`config.mk`:
```
export PLATFORM = sky130hd
export DESIGN_NAME = wsw_top
export DESIGN_NICKNAME = d
export VERILOG_FILES = /design/src/shared/wsw_pkg.sv /design/src/shared/wsw_scaler_if.sv /design/src/rtl/wsw_top.sv /design/src/rtl/wsw_scaler.sv
export SDC_FILE = /design/constraint.sdc
export NUM_CORES = 1
export LEC_CHECK = 0
export BUFFER_PORTS_ARGS = -buffer_cell sky130_fd_sc_hd__buf_2
export CAP_MARGIN = 5
export CELL_PAD_IN_SITES_DETAIL_PLACEMENT = 1
export CELL_PAD_IN_SITES_GLOBAL_PLACEMENT = 1
export CORE_AREA = 2 2 108 162
export CTS_CLUSTER_DIAMETER = 100
export DETAILED_ROUTE_END_ITERATION = 16
export DIE_AREA = 0 0 110 164
export PLACE_DENSITY_LB_ADDON = 0.3
export RECOVER_POWER = 50
export SETUP_SLACK_MARGIN = 0.05
export SLEW_MARGIN = 20
export SYNTH_ARGS = -nofsm -noshare
export SYNTH_HDL_FRONTEND = slang
export SYNTH_HIERARCHICAL = 1
export SYNTH_SLANG_ARGS = --single-unit
export TNS_END_PERCENT = 10
```
`constraint.sdc`:
```
create_clock -name clock_i -period 5.5 [get_ports clock_i]
set_input_delay 0.55 -clock clock_i [delete_from_list [all_inputs] [get_ports clock_i]]
set_output_delay 0.55 -clock clock_i [all_outputs]
set_load 0.02 [all_outputs]
```
`src/shared/wsw_pkg.sv`:
```
// Constants, register map and helper functions of the watchdog and power-down block.
// Functional notes
// - Watchdog counts edges of its own oscillator, unaffected by a stopped core clock.
// - Watchdog expiry while running produces a device reset flagged as watchdog reset.
// - Watchdog expiry while asleep wakes the device instead of resetting it.
// - Any watchdog expiry clears the time-out flag, on reset or wake alike.
// - Configuration enable bit at zero keeps the watchdog disabled until the bit is written back to one.
// - One scaler serves watchdog or timer; option fields pick owner and ratio.
// - Clear-watchdog and sleep both clear the count and an assigned scaler.
// - Clear-watchdog zeroes the scaler count when it is assigned to the watchdog, but keeps the scaler assignment.
// - Sleep entry clears watchdog, clears power-down flag, sets time-out flag, stops oscillator.
// - Pins keep their driven or released state throughout power-down.
// - Power-down ends on master clear, enabled watchdog expiry, or enabled interrupt.
// - Master clear in power-down resets; every other source resumes as a wake-up.
// - Power-up sets the power-down flag; sleep clears it; flags reveal the cause.
// - Only clockless peripheral interrupts can wake; their flags arrive as plain inputs.
// - During sleep the instruction at program counter plus one is prefetched.
// - Interrupt wake needs the source enable bit, whatever the global enable holds.
// - After interrupt wake run the next instruction, then vector to 0004h if enabled.
// - Sleep with an enabled interrupt already pending acts as a no-operation.
// - Interrupt during or after sleep: complete sleep effects, then wake at once.
package wsw_pkg;

    // ======
    // Bus and register map
    localparam int ADR_W = 16;
    localparam int DAT_W = 32;
    localparam logic [13:0] OPTION_INDEX = 14'h0081;
    localparam logic [13:0] CONFIG_INDEX = 14'h2007;
    localparam logic [13:0] STATUS_INDEX = 14'h0003;
    localparam logic [15:0] OPTION_ADDR = {OPTION_INDEX, 2'b00};
    localparam logic [15:0] CONFIG_ADDR = {CONFIG_INDEX, 2'b00};
    localparam logic [15:0] STATUS_ADDR = {STATUS_INDEX, 2'b00};

    // ======
    // Field positions and reset values
    localparam int OPT_RATIO_LO = 0;
    localparam int OPT_ASSIGN = 3;
    localparam int CFG_WDT_EN = 2;
    localparam int STA_PD = 3;
    localparam int STA_TO = 4;
    localparam int STA_WAKE_WDT = 0;
    localparam int STA_WAKE_IRQ = 1;
    localparam int STA_RST_WDT = 2;
    localparam logic [7:0] OPTION_RESET = 8'hff;
    localparam logic [7:0] CONFIG_RESET = 8'hff;

    // ======
    // Widths and timing
    localparam int WDT_W = 8;
    localparam int SCL_W = 8;
    localparam int PC_W = 13;
    localparam int IRQ_W = 8;
    localparam int IO_W = 8;
    localparam logic [PC_W-1:0] IRQ_VECTOR = 13'h0004;
    localparam int CLK_MHZ = 20;
    localparam int OSC_START_NS = 1000;
    localparam int OSC_START_CYC = (OSC_START_NS * CLK_MHZ + 999) / 1000;
    localparam int OSC_CNT_W = 5;

    typedef enum logic [1:0] {WSW_RUN, WSW_SLEEP, WSW_RESTART} wsw_state_type;

    // Mask of low scaler bits that must all be one before the scaler emits a tick.
    function automatic logic [SCL_W-1:0] wsw_scale_mask(input logic to_wdt,
                                                        input logic [2:0] ratio);
        logic [3:0] shift;
        shift = to_wdt ? {1'b0, ratio} : {1'b0, ratio} + 4'h1;
        return SCL_W'((9'h001 << shift) - 9'h001);
    endfunction

    // Any interrupt source whose flag and own enable are both set.
    function automatic logic wsw_irq_pending(input logic [IRQ_W-1:0] flags,
                                             input logic [IRQ_W-1:0] enables);
        return |(flags & enables);
    endfunction

endpackage

```
`src/shared/wsw_scaler_if.sv`:
```
// Signals joining the control block to the shared scaler.
`timescale 1ns/1ps
interface wsw_scaler_if;
    logic count;
    logic clear;
    logic to_wdt;
    logic [2:0] ratio;
    logic tick;

    modport ctrl (output count, output clear, output to_wdt, output ratio, input tick);
    modport scaler (input count, input clear, input to_wdt, input ratio, output tick);
endinterface

```
`src/rtl/wsw_top.sv`:
```
// Watchdog timer and power-down/wake-up controller with a Wishbone register port.
`timescale 1ns/1ps
module wsw_top
(
    input logic clock_i,
    input logic rst_i,
    input logic [wsw_pkg::ADR_W-1:0] wb_adr_i,
    input logic [wsw_pkg::DAT_W-1:0] wb_dat_i,
    input logic [3:0] wb_sel_i,
    input logic wb_we_i,
    input logic wb_cyc_i,
    input logic wb_stb_i,
    output logic [wsw_pkg::DAT_W-1:0] wb_dat_o,
    output logic wb_ack_o,
    input logic por_i,
    input logic master_clear_pin_n_i,
    input logic wdt_osc_i,
    input logic clear_watchdog_instr_i,
    input logic sleep_instr_i,
    input logic [wsw_pkg::PC_W-1:0] pc_i,
    input logic [wsw_pkg::IRQ_W-1:0] irq_flags_i,
    input logic [wsw_pkg::IRQ_W-1:0] irq_enables_i,
    input logic global_irq_enable_i,
    input logic timer_count_i,
    input logic [wsw_pkg::IO_W-1:0] io_out_i,
    input logic [wsw_pkg::IO_W-1:0] io_oe_i,
    output logic [wsw_pkg::IO_W-1:0] io_out_o,
    output logic [wsw_pkg::IO_W-1:0] io_oe_o,
    output logic device_reset_o,
    output logic wdt_reset_o,
    output logic osc_drive_o,
    output logic core_run_o,
    output logic wake_o,
    output logic prefetch_o,
    output logic [wsw_pkg::PC_W-1:0] prefetch_addr_o,
    output logic vector_o,
    output logic [wsw_pkg::PC_W-1:0] vector_addr_o,
    output logic timer_tick_o,
    output logic timeout_status_flag_o,
    output logic powerdown_status_flag_o
);

    wsw_scaler_if sif();

    wsw_pkg::wsw_state_type state_r;
    wsw_pkg::wsw_state_type state_nxt;
    logic [7:0] option_r;
    logic [7:0] config_r;
    logic timeout_status_flag_r;
    logic powerdown_status_flag_r;
    logic wake_wdt_r;
    logic wake_irq_r;
    logic rst_wdt_r;
    logic [wsw_pkg::WDT_W-1:0] watchdog_counter_r;
    logic wdt_wrap_r;
    logic [wsw_pkg::OSC_CNT_W-1:0] start_cnt_r;
    logic osc_s1_r;
    logic osc_s2_r;
    logic osc_s3_r;
    logic osc_lvl_r;
    logic osc_edge;
    logic master_clear_pin_s1_r;
    logic master_clear_pin_s2_r;
    logic master_clear_pin_s3_r;
    logic master_clear_pin_low_r;
    logic wdt_enabled;
    logic scaler_to_wdt;
    logic wdt_expire;
    logic irq_pending;
    logic sleep_go;
    logic sleep_nop;
    logic wdt_clear;
    logic wdt_run_reset;
    logic wb_req;
    logic wb_wr;

    // ======
    // Decode of the control bits
    assign wdt_enabled = config_r[wsw_pkg::CFG_WDT_EN];
    assign scaler_to_wdt = option_r[wsw_pkg::OPT_ASSIGN];
    assign irq_pending = wsw_pkg::wsw_irq_pending(irq_flags_i, irq_enables_i);
    // A sleep issued with an enabled interrupt already pending is swallowed.
    assign sleep_go = sleep_instr_i && (state_r == wsw_pkg::WSW_RUN) && !irq_pending;
    assign sleep_nop = sleep_instr_i && (state_r == wsw_pkg::WSW_RUN) && irq_pending;
    assign wdt_clear = (clear_watchdog_instr_i && state_r == wsw_pkg::WSW_RUN) || sleep_go;
    assign wdt_expire = wdt_enabled && (scaler_to_wdt ? sif.tick : wdt_wrap_r);
    assign wdt_run_reset = wdt_expire && (state_r != wsw_pkg::WSW_SLEEP);

    // ======
    // Pin synchronisers: a change counts once the second and third stage agree
    always_ff @(posedge clock_i)
    begin
        if (rst_i)
        begin
            osc_s1_r <= 1'b0;
            osc_s2_r <= 1'b0;
            osc_s3_r <= 1'b0;
            osc_lvl_r <= 1'b0;
        end
        else
        begin
            osc_s1_r <= wdt_osc_i;
            osc_s2_r <= osc_s1_r;
            osc_s3_r <= osc_s2_r;
            if (osc_s2_r == osc_s3_r)
            begin
                osc_lvl_r <= osc_s3_r;
            end
        end
    end

    assign osc_edge = (osc_s2_r == osc_s3_r) && osc_s3_r && !osc_lvl_r;

    always_ff @(posedge clock_i)
    begin
        if (rst_i)
        begin
            master_clear_pin_s1_r <= 1'b1;
            master_clear_pin_s2_r <= 1'b1;
            master_clear_pin_s3_r <= 1'b1;
            master_clear_pin_low_r <= 1'b0;
        end
        else
        begin
            master_clear_pin_s1_r <= master_clear_pin_n_i;
            master_clear_pin_s2_r <= master_clear_pin_s1_r;
            master_clear_pin_s3_r <= master_clear_pin_s2_r;
            if (master_clear_pin_s2_r == master_clear_pin_s3_r)
            begin
                master_clear_pin_low_r <= !master_clear_pin_s3_r;
            end
        end
    end

    // ======
    // Watchdog counter, stepped only by its own oscillator so a stopped core clock
    // leaves it running.
    always_ff @(posedge clock_i)
    begin
        if (rst_i || por_i || master_clear_pin_low_r || wdt_clear || wdt_expire || !wdt_enabled)
        begin
            watchdog_counter_r <= '0;
            wdt_wrap_r <= 1'b0;
        end
        else
        begin
            wdt_wrap_r <= osc_edge && (watchdog_counter_r == '1);
            if (osc_edge)
            begin
                watchdog_counter_r <= watchdog_counter_r + 1'b1;
            end
        end
    end

    // ======
    // Shared scaler: watchdog postscaler or timer prescaler
    assign sif.to_wdt = scaler_to_wdt;
    assign sif.ratio = option_r[wsw_pkg::OPT_RATIO_LO +: 3];
    assign sif.count = scaler_to_wdt ? (wdt_wrap_r && wdt_enabled) : timer_count_i;
    // The assignment bit itself is never touched by a clear.
    assign sif.clear = rst_i || por_i || master_clear_pin_low_r || (scaler_to_wdt && (wdt_clear || wdt_expire));

    wsw_scaler wsw_scaler_inst
    (
        .clock_i(clock_i),
        .rst_i(rst_i),
        .sif(sif)
    );

    always_ff @(posedge clock_i)
    begin
        if (rst_i)
        begin
            timer_tick_o <= 1'b0;
        end
        else
        begin
            timer_tick_o <= !scaler_to_wdt && sif.tick;
        end
    end

    // ======
    // Power state sequencing
    always_comb
    begin
        state_nxt = state_r;
        case (state_r)
            wsw_pkg::WSW_RUN:
            begin
                if (sleep_go)
                begin
                    state_nxt = wsw_pkg::WSW_SLEEP;
                end
            end
            wsw_pkg::WSW_SLEEP:
            begin
                if (wdt_expire || irq_pending)
                begin
                    state_nxt = wsw_pkg::WSW_RESTART;
                end
            end
            wsw_pkg::WSW_RESTART:
            begin
                if (start_cnt_r == wsw_pkg::OSC_CNT_W'(wsw_pkg::OSC_START_CYC - 1))
                begin
                    state_nxt = wsw_pkg::WSW_RUN;
                end
            end
            default:
            begin
                state_nxt = wsw_pkg::WSW_RUN;
            end
        endcase
    end

    always_ff @(posedge clock_i)
    begin
        if (rst_i || por_i || master_clear_pin_low_r)
        begin
            state_r <= wsw_pkg::WSW_RUN;
        end
        else
        begin
            state_r <= state_nxt;
        end
    end

    always_ff @(posedge clock_i)
    begin
        if (rst_i || state_r != wsw_pkg::WSW_RESTART)
        begin
            start_cnt_r <= '0;
        end
        else
        begin
            start_cnt_r <= start_cnt_r + 1'b1;
        end
    end

    // ======
    // Oscillator driver and core run enable; the core waits for the oscillator to settle.
    always_ff @(posedge clock_i)
    begin
        if (rst_i || por_i || master_clear_pin_low_r)
        begin
            osc_drive_o <= 1'b1;
            core_run_o <= 1'b1;
        end
        else if (sleep_go)
        begin
            osc_drive_o <= 1'b0;
            core_run_o <= 1'b0;
        end
        else if (state_nxt == wsw_pkg::WSW_RESTART)
        begin
            osc_drive_o <= 1'b1;
            core_run_o <= 1'b0;
        end
        else if (state_r == wsw_pkg::WSW_RESTART && state_nxt == wsw_pkg::WSW_RUN)
        begin
            core_run_o <= 1'b1;
        end
    end

    // ======
    // Wake pulse, vector request and wake cause
    always_ff @(posedge clock_i)
    begin
        if (rst_i || por_i || master_clear_pin_low_r)
        begin
            wake_o <= 1'b0;
            vector_o <= 1'b0;
            wake_wdt_r <= 1'b0;
            wake_irq_r <= 1'b0;
        end
        else
        begin
            wake_o <= state_r == wsw_pkg::WSW_RESTART && state_nxt == wsw_pkg::WSW_RUN;
            // The core runs the prefetched instruction before taking this vector.
            vector_o <= state_r == wsw_pkg::WSW_RESTART && state_nxt == wsw_pkg::WSW_RUN
                        && wake_irq_r && global_irq_enable_i;
            if (sleep_go)
            begin
                wake_wdt_r <= 1'b0;
                wake_irq_r <= 1'b0;
            end
            else if (state_r == wsw_pkg::WSW_SLEEP && wdt_expire)
            begin
                wake_wdt_r <= 1'b1;
            end
            else if (state_r == wsw_pkg::WSW_SLEEP && irq_pending)
            begin
                wake_irq_r <= 1'b1;
            end
        end
    end

    always_ff @(posedge clock_i)
    begin
        if (rst_i)
        begin
            vector_addr_o <= wsw_pkg::IRQ_VECTOR;
        end
        else
        begin
            vector_addr_o <= wsw_pkg::IRQ_VECTOR;
        end
    end

    // ======
    // Prefetch of the next program address while sleep executes
    always_ff @(posedge clock_i)
    begin
        if (rst_i)
        begin
            prefetch_o <= 1'b0;
            prefetch_addr_o <= '0;
        end
        else
        begin
            prefetch_o <= sleep_go || sleep_nop;
            if (sleep_instr_i && state_r == wsw_pkg::WSW_RUN)
            begin
                prefetch_addr_o <= pc_i + 1'b1;
            end
        end
    end

    // ======
    // Resets
    always_ff @(posedge clock_i)
    begin
        if (rst_i)
        begin
            device_reset_o <= 1'b0;
            wdt_reset_o <= 1'b0;
        end
        else
        begin
            device_reset_o <= por_i || master_clear_pin_low_r || wdt_run_reset;
            wdt_reset_o <= wdt_run_reset;
        end
    end

    // ======
    // Status flags
    always_ff @(posedge clock_i)
    begin
        if (rst_i || por_i)
        begin
            timeout_status_flag_r <= 1'b1;
            powerdown_status_flag_r <= 1'b1;
            rst_wdt_r <= 1'b0;
        end
        else if (wdt_expire)
        begin
            timeout_status_flag_r <= 1'b0;
            rst_wdt_r <= state_r != wsw_pkg::WSW_SLEEP;
        end
        else if (sleep_go)
        begin
            timeout_status_flag_r <= 1'b1;
            powerdown_status_flag_r <= 1'b0;
        end
        else if (clear_watchdog_instr_i && state_r == wsw_pkg::WSW_RUN)
        begin
            timeout_status_flag_r <= 1'b1;
            powerdown_status_flag_r <= 1'b1;
        end
    end

    always_ff @(posedge clock_i)
    begin
        if (rst_i)
        begin
            timeout_status_flag_o <= 1'b1;
            powerdown_status_flag_o <= 1'b1;
        end
        else
        begin
            timeout_status_flag_o <= timeout_status_flag_r;
            powerdown_status_flag_o <= powerdown_status_flag_r;
        end
    end

    // ======
    // Pin state: follow the core while running, freeze from sleep entry to wake.
    always_ff @(posedge clock_i)
    begin
        if (rst_i)
        begin
            io_out_o <= '0;
            io_oe_o <= '0;
        end
        else if (state_r == wsw_pkg::WSW_RUN && !sleep_go)
        begin
            io_out_o <= io_out_i;
            io_oe_o <= io_oe_i;
        end
        else if (sleep_go)
        begin
            io_out_o <= io_out_i;
            io_oe_o <= io_oe_i;
        end
    end

    // ======
    // Wishbone slave: one registered ack per request, a cycle after the strobe, unmapped reads return zero.
    assign wb_req = wb_cyc_i && wb_stb_i && !wb_ack_o;
    assign wb_wr = wb_req && wb_we_i && wb_sel_i[0];

    always_ff @(posedge clock_i)
    begin
        if (rst_i)
        begin
            option_r <= wsw_pkg::OPTION_RESET;
            config_r <= wsw_pkg::CONFIG_RESET;
        end
        else if (wb_wr && wb_adr_i == wsw_pkg::OPTION_ADDR)
        begin
            option_r <= wb_dat_i[7:0];
        end
        else if (wb_wr && wb_adr_i == wsw_pkg::CONFIG_ADDR)
        begin
            config_r <= wb_dat_i[7:0];
        end
    end

    always_ff @(posedge clock_i)
    begin
        if (rst_i)
        begin
            wb_ack_o <= 1'b0;
            wb_dat_o <= '0;
        end
        else
        begin
            wb_ack_o <= wb_req;
            wb_dat_o <= '0;
            if (wb_req && !wb_we_i)
            begin
                case (wb_adr_i)
                    wsw_pkg::OPTION_ADDR: wb_dat_o <= {24'h000000, option_r};
                    wsw_pkg::CONFIG_ADDR: wb_dat_o <= {24'h000000, config_r};
                    wsw_pkg::STATUS_ADDR:
                    begin
                        wb_dat_o[wsw_pkg::STA_TO] <= timeout_status_flag_r;
                        wb_dat_o[wsw_pkg::STA_PD] <= powerdown_status_flag_r;
                        wb_dat_o[wsw_pkg::STA_RST_WDT] <= rst_wdt_r;
                        wb_dat_o[wsw_pkg::STA_WAKE_IRQ] <= wake_irq_r;
                        wb_dat_o[wsw_pkg::STA_WAKE_WDT] <= wake_wdt_r;
                    end
                    default: wb_dat_o <= '0;
                endcase
            end
        end
    end

endmodule

```
`src/rtl/wsw_scaler.sv`:
```
// Scaler shared between the watchdog output and the general timer input.
`timescale 1ns/1ps
module wsw_scaler
(
    input logic clock_i,
    input logic rst_i,
    wsw_scaler_if.scaler sif
);

    logic [wsw_pkg::SCL_W-1:0] cnt_r;
    logic [wsw_pkg::SCL_W-1:0] mask;

    assign mask = wsw_pkg::wsw_scale_mask(sif.to_wdt, sif.ratio);

    // ======
    // Count
    always_ff @(posedge clock_i)
    begin
        if (rst_i || sif.clear)
        begin
            cnt_r <= '0;
        end
        else if (sif.count)
        begin
            cnt_r <= cnt_r + 1'b1;
        end
    end

    // ======
    // Tick; a clear also kills a tick still in flight so no late time-out escapes.
    always_ff @(posedge clock_i)
    begin
        if (rst_i || sif.clear)
        begin
            sif.tick <= 1'b0;
        end
        else
        begin
            sif.tick <= sif.count && ((cnt_r & mask) == mask);
        end
    end

endmodule

```
== After elaboration in Yosys (flattened, before gate mapping) ==
Cells that the tools add are included.
W data, S select, Z words.
Cells by class
  reductions and logical operators: 61
  bitwise operators: 6
  eq/ne operators: 13
  $add $sub $neg: 6
  shift-type cells: 1
  multiplexer cells: 22
Operators by type and width (count)
  $mux W8: 4
  $logic_and A1 B1 Y1: 26
  $add A8 B1 Y8 const B: 2
  $and A8 B8 Y8: 2
  $eq A16 B10 Y1 const B: 1
  $eq A16 B16 Y1 const B: 1
  $eq A16 B4 Y1 const B: 1
  $pmux W5 S3: 1
  $logic_or A1 B1 Y1: 14
  $add A13 B1 Y13 const B: 1
  $mux W1: 11
  $eq A8 B8 Y1: 1
  $eq A8 B8 Y1 const B: 1
  $logic_not A1 Y1: 8
  $reduce_or A8 Y1: 1
  $shl A1 B4 Y8 const A: 1
  $sub A8 B1 Y8 const B: 1
  $mux W2: 3
  $pmux W2 S3: 1
  $pmux W3 S2: 1
  $reduce_and A2 Y1: 3
  $reduce_bool A2 Y1: 3
  $reduce_bool A3 Y1: 2
  $add A5 B1 Y5 const B: 1
  11 further kinds: 18
Storage, ports and cells
  word-level logic and storage cells: 145
  register bits: 126
  input bits: 109
  output and inout port bits: 85

== Longest topological paths before layout ==
  depth after elaboration: 11
  depth in mapped cells: 12
  depth with buffers taken out: 10

== Modules after synthesis ==
Netlist, hierarchy kept.
Modules (own cells, without submodules)
  wsw_top: area an instance 4083.9 µm², seq. area each 1861.8 µm², cells each 456, instances 1
  wsw_scaler: area an instance 833.3 µm², seq. area each 180.2 µm², cells each 104, instances 1

== Worst setup path before layout ==
Ideal clock, no wire load.
  path type: input -> register
  start point: input por_i
  end point: register wsw_scaler_inst.sif.tick
  stages: 10
  data required time: 5422 ps
  slack: 3145 ps
  path buffers: 2
  data arrival time: 2277 ps
  library setup time: 78 ps
  path through: or3_1 > buf_6 > a21oi_4 > a21oi_1 > or2_1 > buf_2 > or2_0 > a211oi_1 > o311ai_0 > nor3_1
Between the ends
  longest elaborated chain between the ends: 4
Ends and longest elaborated chain
  from (decl): RTL line wsw_top.sv:15  | input logic por_i,
  $logic_or A1 B1 Y1 (3 in series): RTL line wsw_top.sv:161  | assign sif.clear = rst_i || por_i || master_clear_pin_low_r || (scaler_to_wdt && (wdt_clear || wdt_expire));
  net sif.clear: RTL line wsw_scaler_if.sv:5  | logic clear;
  $logic_or A1 B1 Y1: RTL line wsw_scaler.sv:33  | if (rst_i || sif.clear)
  to (signal assigned): RTL line wsw_scaler.sv:39  | sif.tick <= sif.count && ((cnt_r & mask) == mask);
  to (decl): RTL line wsw_scaler_if.sv:11  | modport scaler (input count, input clear, input to_wdt, input ratio, output tick);
The timed path passes the listed nets, and every way through them passes these cells.
A chain may end at the register's enable or synchronous reset.

== Worst setup path in the final report ==
  start point: input rst_i
  end point: register wsw_scaler_inst.sif.tick
Between the ends
  longest elaborated chain between the ends: 4
Ends and longest elaborated chain
  from (decl): RTL line wsw_top.sv:6  | input logic rst_i,
  $logic_or A1 B1 Y1 (3 in series): RTL line wsw_top.sv:161
  $logic_or A1 B1 Y1 *: RTL line wsw_scaler.sv:33
Every way passes the cells marked *; elsewhere a longest branch is shown, timed or not.

==> flow_summary.toml <==
[timing]
finalMaxSlewViolations = 68
maxSlewHeadroom = -0.947
clock_skew_ps = 6.47
max_clock_freq_ghz = 0.285
finalSetupTns_ps = 0
worstMarginPinSlew_ps = 2920
timing.final.crit_share = 0.639
period_minus_slack_ps = 3510
hold_viol = 0
rsz0062_at_grt = "no"
finalSetupViolCount = 0

[placed_design]
dpl.hpwl_um = 10200
io_buffers = 129
gp_congestion = 0.768

[floorplan]
std_cell_rows = 58
die_x_um = 110
die_h_um = 164
die_area_um2 = 18000
coreArea_um2 = 16600
io_pins = 194
initial_core_util = 0.296

[synth]
ys_seq_elements = 102
syn_area_um2 = 4920
async_flop_share = 0
synth_edf_count = 0
synth_cell_type_count = 70
synthFlopType = "dfxtp_1"
syn_area_per_cell_um2 = 8.78
synthCells = 560
yosysWarnings = 6
yosysSeqAreaShare = 0.415

[clock_network]
cts_inserted_buffers = 9
clk_pin_slew_worst_paths_ps = 70
insertion_delay_ps = 340
hold_buffers = 0
cts_buffer_depth = 2
h-tree-depth = 3
clock-sinks = 102
cts_setup_buffers = 0
cts_resized = 0
cts_tree = "yes"
cts-root-buf = "clkbuf_16"

[critical_path]
crit_type = "in2reg"
path_common_cell = "clkbuf_1"
slowest_stage = "clkbuf_1"
critPathRequiredTime_ps = 5710
r2r_setup_slack_ps = 2380
cp_slowest_stage_delay_ps = 2100
worstSetupEndpointType = "register"
path_max_fanout = 67
rr_worst_depth = 10
path_cells = "clkbuf_1, clkbuf_1, or2_1, or2_0, a211oi_1, o311ai_0, nor3_1"
start_kind = "primary input"
reg2reg_from = "option_r[0]$_SDFFE_PP1P_"
r2r-end = "wsw_scaler_inst/sif.tick$_SDFF_PP0_"
cp.arrival_ps = 3730
startpoint = "rst_i"
crit_path_end = "wsw_scaler_inst/sif.tick$_SDFF_PP0_"

[grt]
grt_pass1_wl_um = 21200
antenna_found_initial = 0
grt.overflow.total = 0
grt_max_degree = 68
grtUsageTotal = 0.149
grt_pass1_vias = 4384

[detailed_routing]
dr_total_vias = 4239
wl_per_cell_um = 14.8
drtIter0Drc = 132
drt_wl_total_um = 13100
drc = 0
dr.pass1.iters = 4
ant_nets = 0
viasPerCell = 4.78

[layout]
antenna_cells = 0
fin_nets = 788
syn_to_final_growth_pct = 18.7
fillCellCount = 2005
drive_gt1_frac = 0.205

[power_and_ir_drop]
finalPower_mw = 1.66
irDropWorstVdd_mv = 0.191
leakage_nw = 2.42
cellPowerDensity_nw_per_um2 = 284

[min_path]
hold_path_class = "in2reg"
hold_depth = 2

[run]
drv_cap = 1

[status]
status = "finished with violations"
violations = "capacitance limit, slew limit"
state kept, by name (all words and copies together) (netlist names), 2 cells and up:
name                   flops
state_r                    2
config_r                   8
wb_dat_o                   8
option_r                   8
wsw_scaler_inst/cnt_r      8
watchdog_counter_r         8
io_out_o                   8
prefetch_addr_o           13
start_cnt_r                5
io_oe_o                    8
Yosys cell counts (all sizes together) (5+ instances only):
| master | count | area share |
|---|---|---|
| buf | 51 | 0.076 |
| nor3b | 5 | 0.0087 |
| ha | 7 | 0.018 |
| nor2 | 67 | 0.051 |
| xor2 | 17 | 0.030 |
| or2 | 11 | 0.014 |
| xnor2 | 11 | 0.020 |
| a31oi | 10 | 0.013 |
| nor2b | 7 | 0.0089 |
| a22oi | 5 | 0.0076 |
| and3 | 5 | 0.0064 |
| a21oi | 32 | 0.035 |
| clkbuf | 14 | 0.011 |
| nor4 | 7 | 0.011 |
| mux2i | 12 | 0.024 |
| dfxtp | 102 | 0.42 |
| inv | 15 | 0.011 |
| nand2 | 58 | 0.046 |
| o21ai | 19 | 0.025 |
| nand2b | 14 | 0.019 |
| a211oi | 15 | 0.024 |
| nand4 | 7 | 0.012 |
| nand3 | 14 | 0.015 |
| nor3 | 7 | 0.010 |
metrics by stage:
stage	setup WS, ps	hold WS (ps)	cells	util	cell area, µm²
after CTS	2360	382	887	0.355	5890
after global routing	1660	381	887	0.351	5840
final	1990	390	887	0.351	5840
after global placement	2430	410	871	0.334	5550
after detailed placement	2370	406	871	0.334	5550
after floorplan	3140	389	595	-	5050
metal layers:
layer	GRT usage	wire length (µm)	share of wire
met3	0.0373	699	0.053
met4	0.0495	207	0.016
met2	0.277	7080	0.54
met1	0.160	5120	0.39
met5	0	0	0
final cells by class:
cell class | instances | area, µm² | area share
clock inverter | 6 | 109 | 0.0186
tap | 210 | 263 | 0.0450
timing repair buffer | 131 | 604 | 0.104
clock buffer | 10 | 239 | 0.0409
inverter | 15 | 56.3 | 0.00965
multi-input combinational | 413 | 2520 | 0.432
sequential | 102 | 2040 | 0.350
worst min-delay path by stage:
stage / from / endpoint
global placement: master_clear_pin_s1_r$_SDFF_PP1_ / master_clear_pin_s2_r$_SDFF_PP1_
CTS: master_clear_pin_n_i / master_clear_pin_s1_r$_SDFF_PP1_
global route: master_clear_pin_n_i / master_clear_pin_s1_r$_SDFF_PP1_
detailed placement: master_clear_pin_s1_r$_SDFF_PP1_ / master_clear_pin_s2_r$_SDFF_PP1_
floorplan: master_clear_pin_s1_r$_SDFF_PP1_ / master_clear_pin_s2_r$_SDFF_PP1_
finish: master_clear_pin_n_i / master_clear_pin_s1_r$_SDFF_PP1_
report_power, final:
group | internal (mW) | leakage (nW) | total (mW) | switching, mW
clock network | 0.457 | 0.172 | 0.739 | 0.282
logic | 0.0515 | 1.41 | 0.152 | 0.100
registers | 0.756 | 0.832 | 0.765 | 0.00867
cells in the final DEF (no fill, tap or decap), types with 12 or more instances in the layout:
cell / instances
clkbuf_1: 43
conb_1: 37
nand2_1: 57
buf_2: 87
mux2i_1: 12
nand3_1: 13
dfxtp_1: 102
xor2_1: 17
a21oi_1: 31
inv_1: 15
a211oi_1: 14
nor2_1: 67
nand2b_1: 13
logic make-up after synthesis:
group           share of synthesized area
mux                                0.0267
other cells                       0.00153
xor+xnor                           0.0499
compound gates                      0.149
flops                               0.415
buf+inv                            0.0982
fa+ha+maj                          0.0178
simple gates                        0.241
worst max-delay path: cells and delay by family:
kind / cells / cell delay [ps]
simple gates: 3 / 770
compound gates: 2 / 160
buf+inv: 2 / 2240
(Power assumes the default switching activity.)
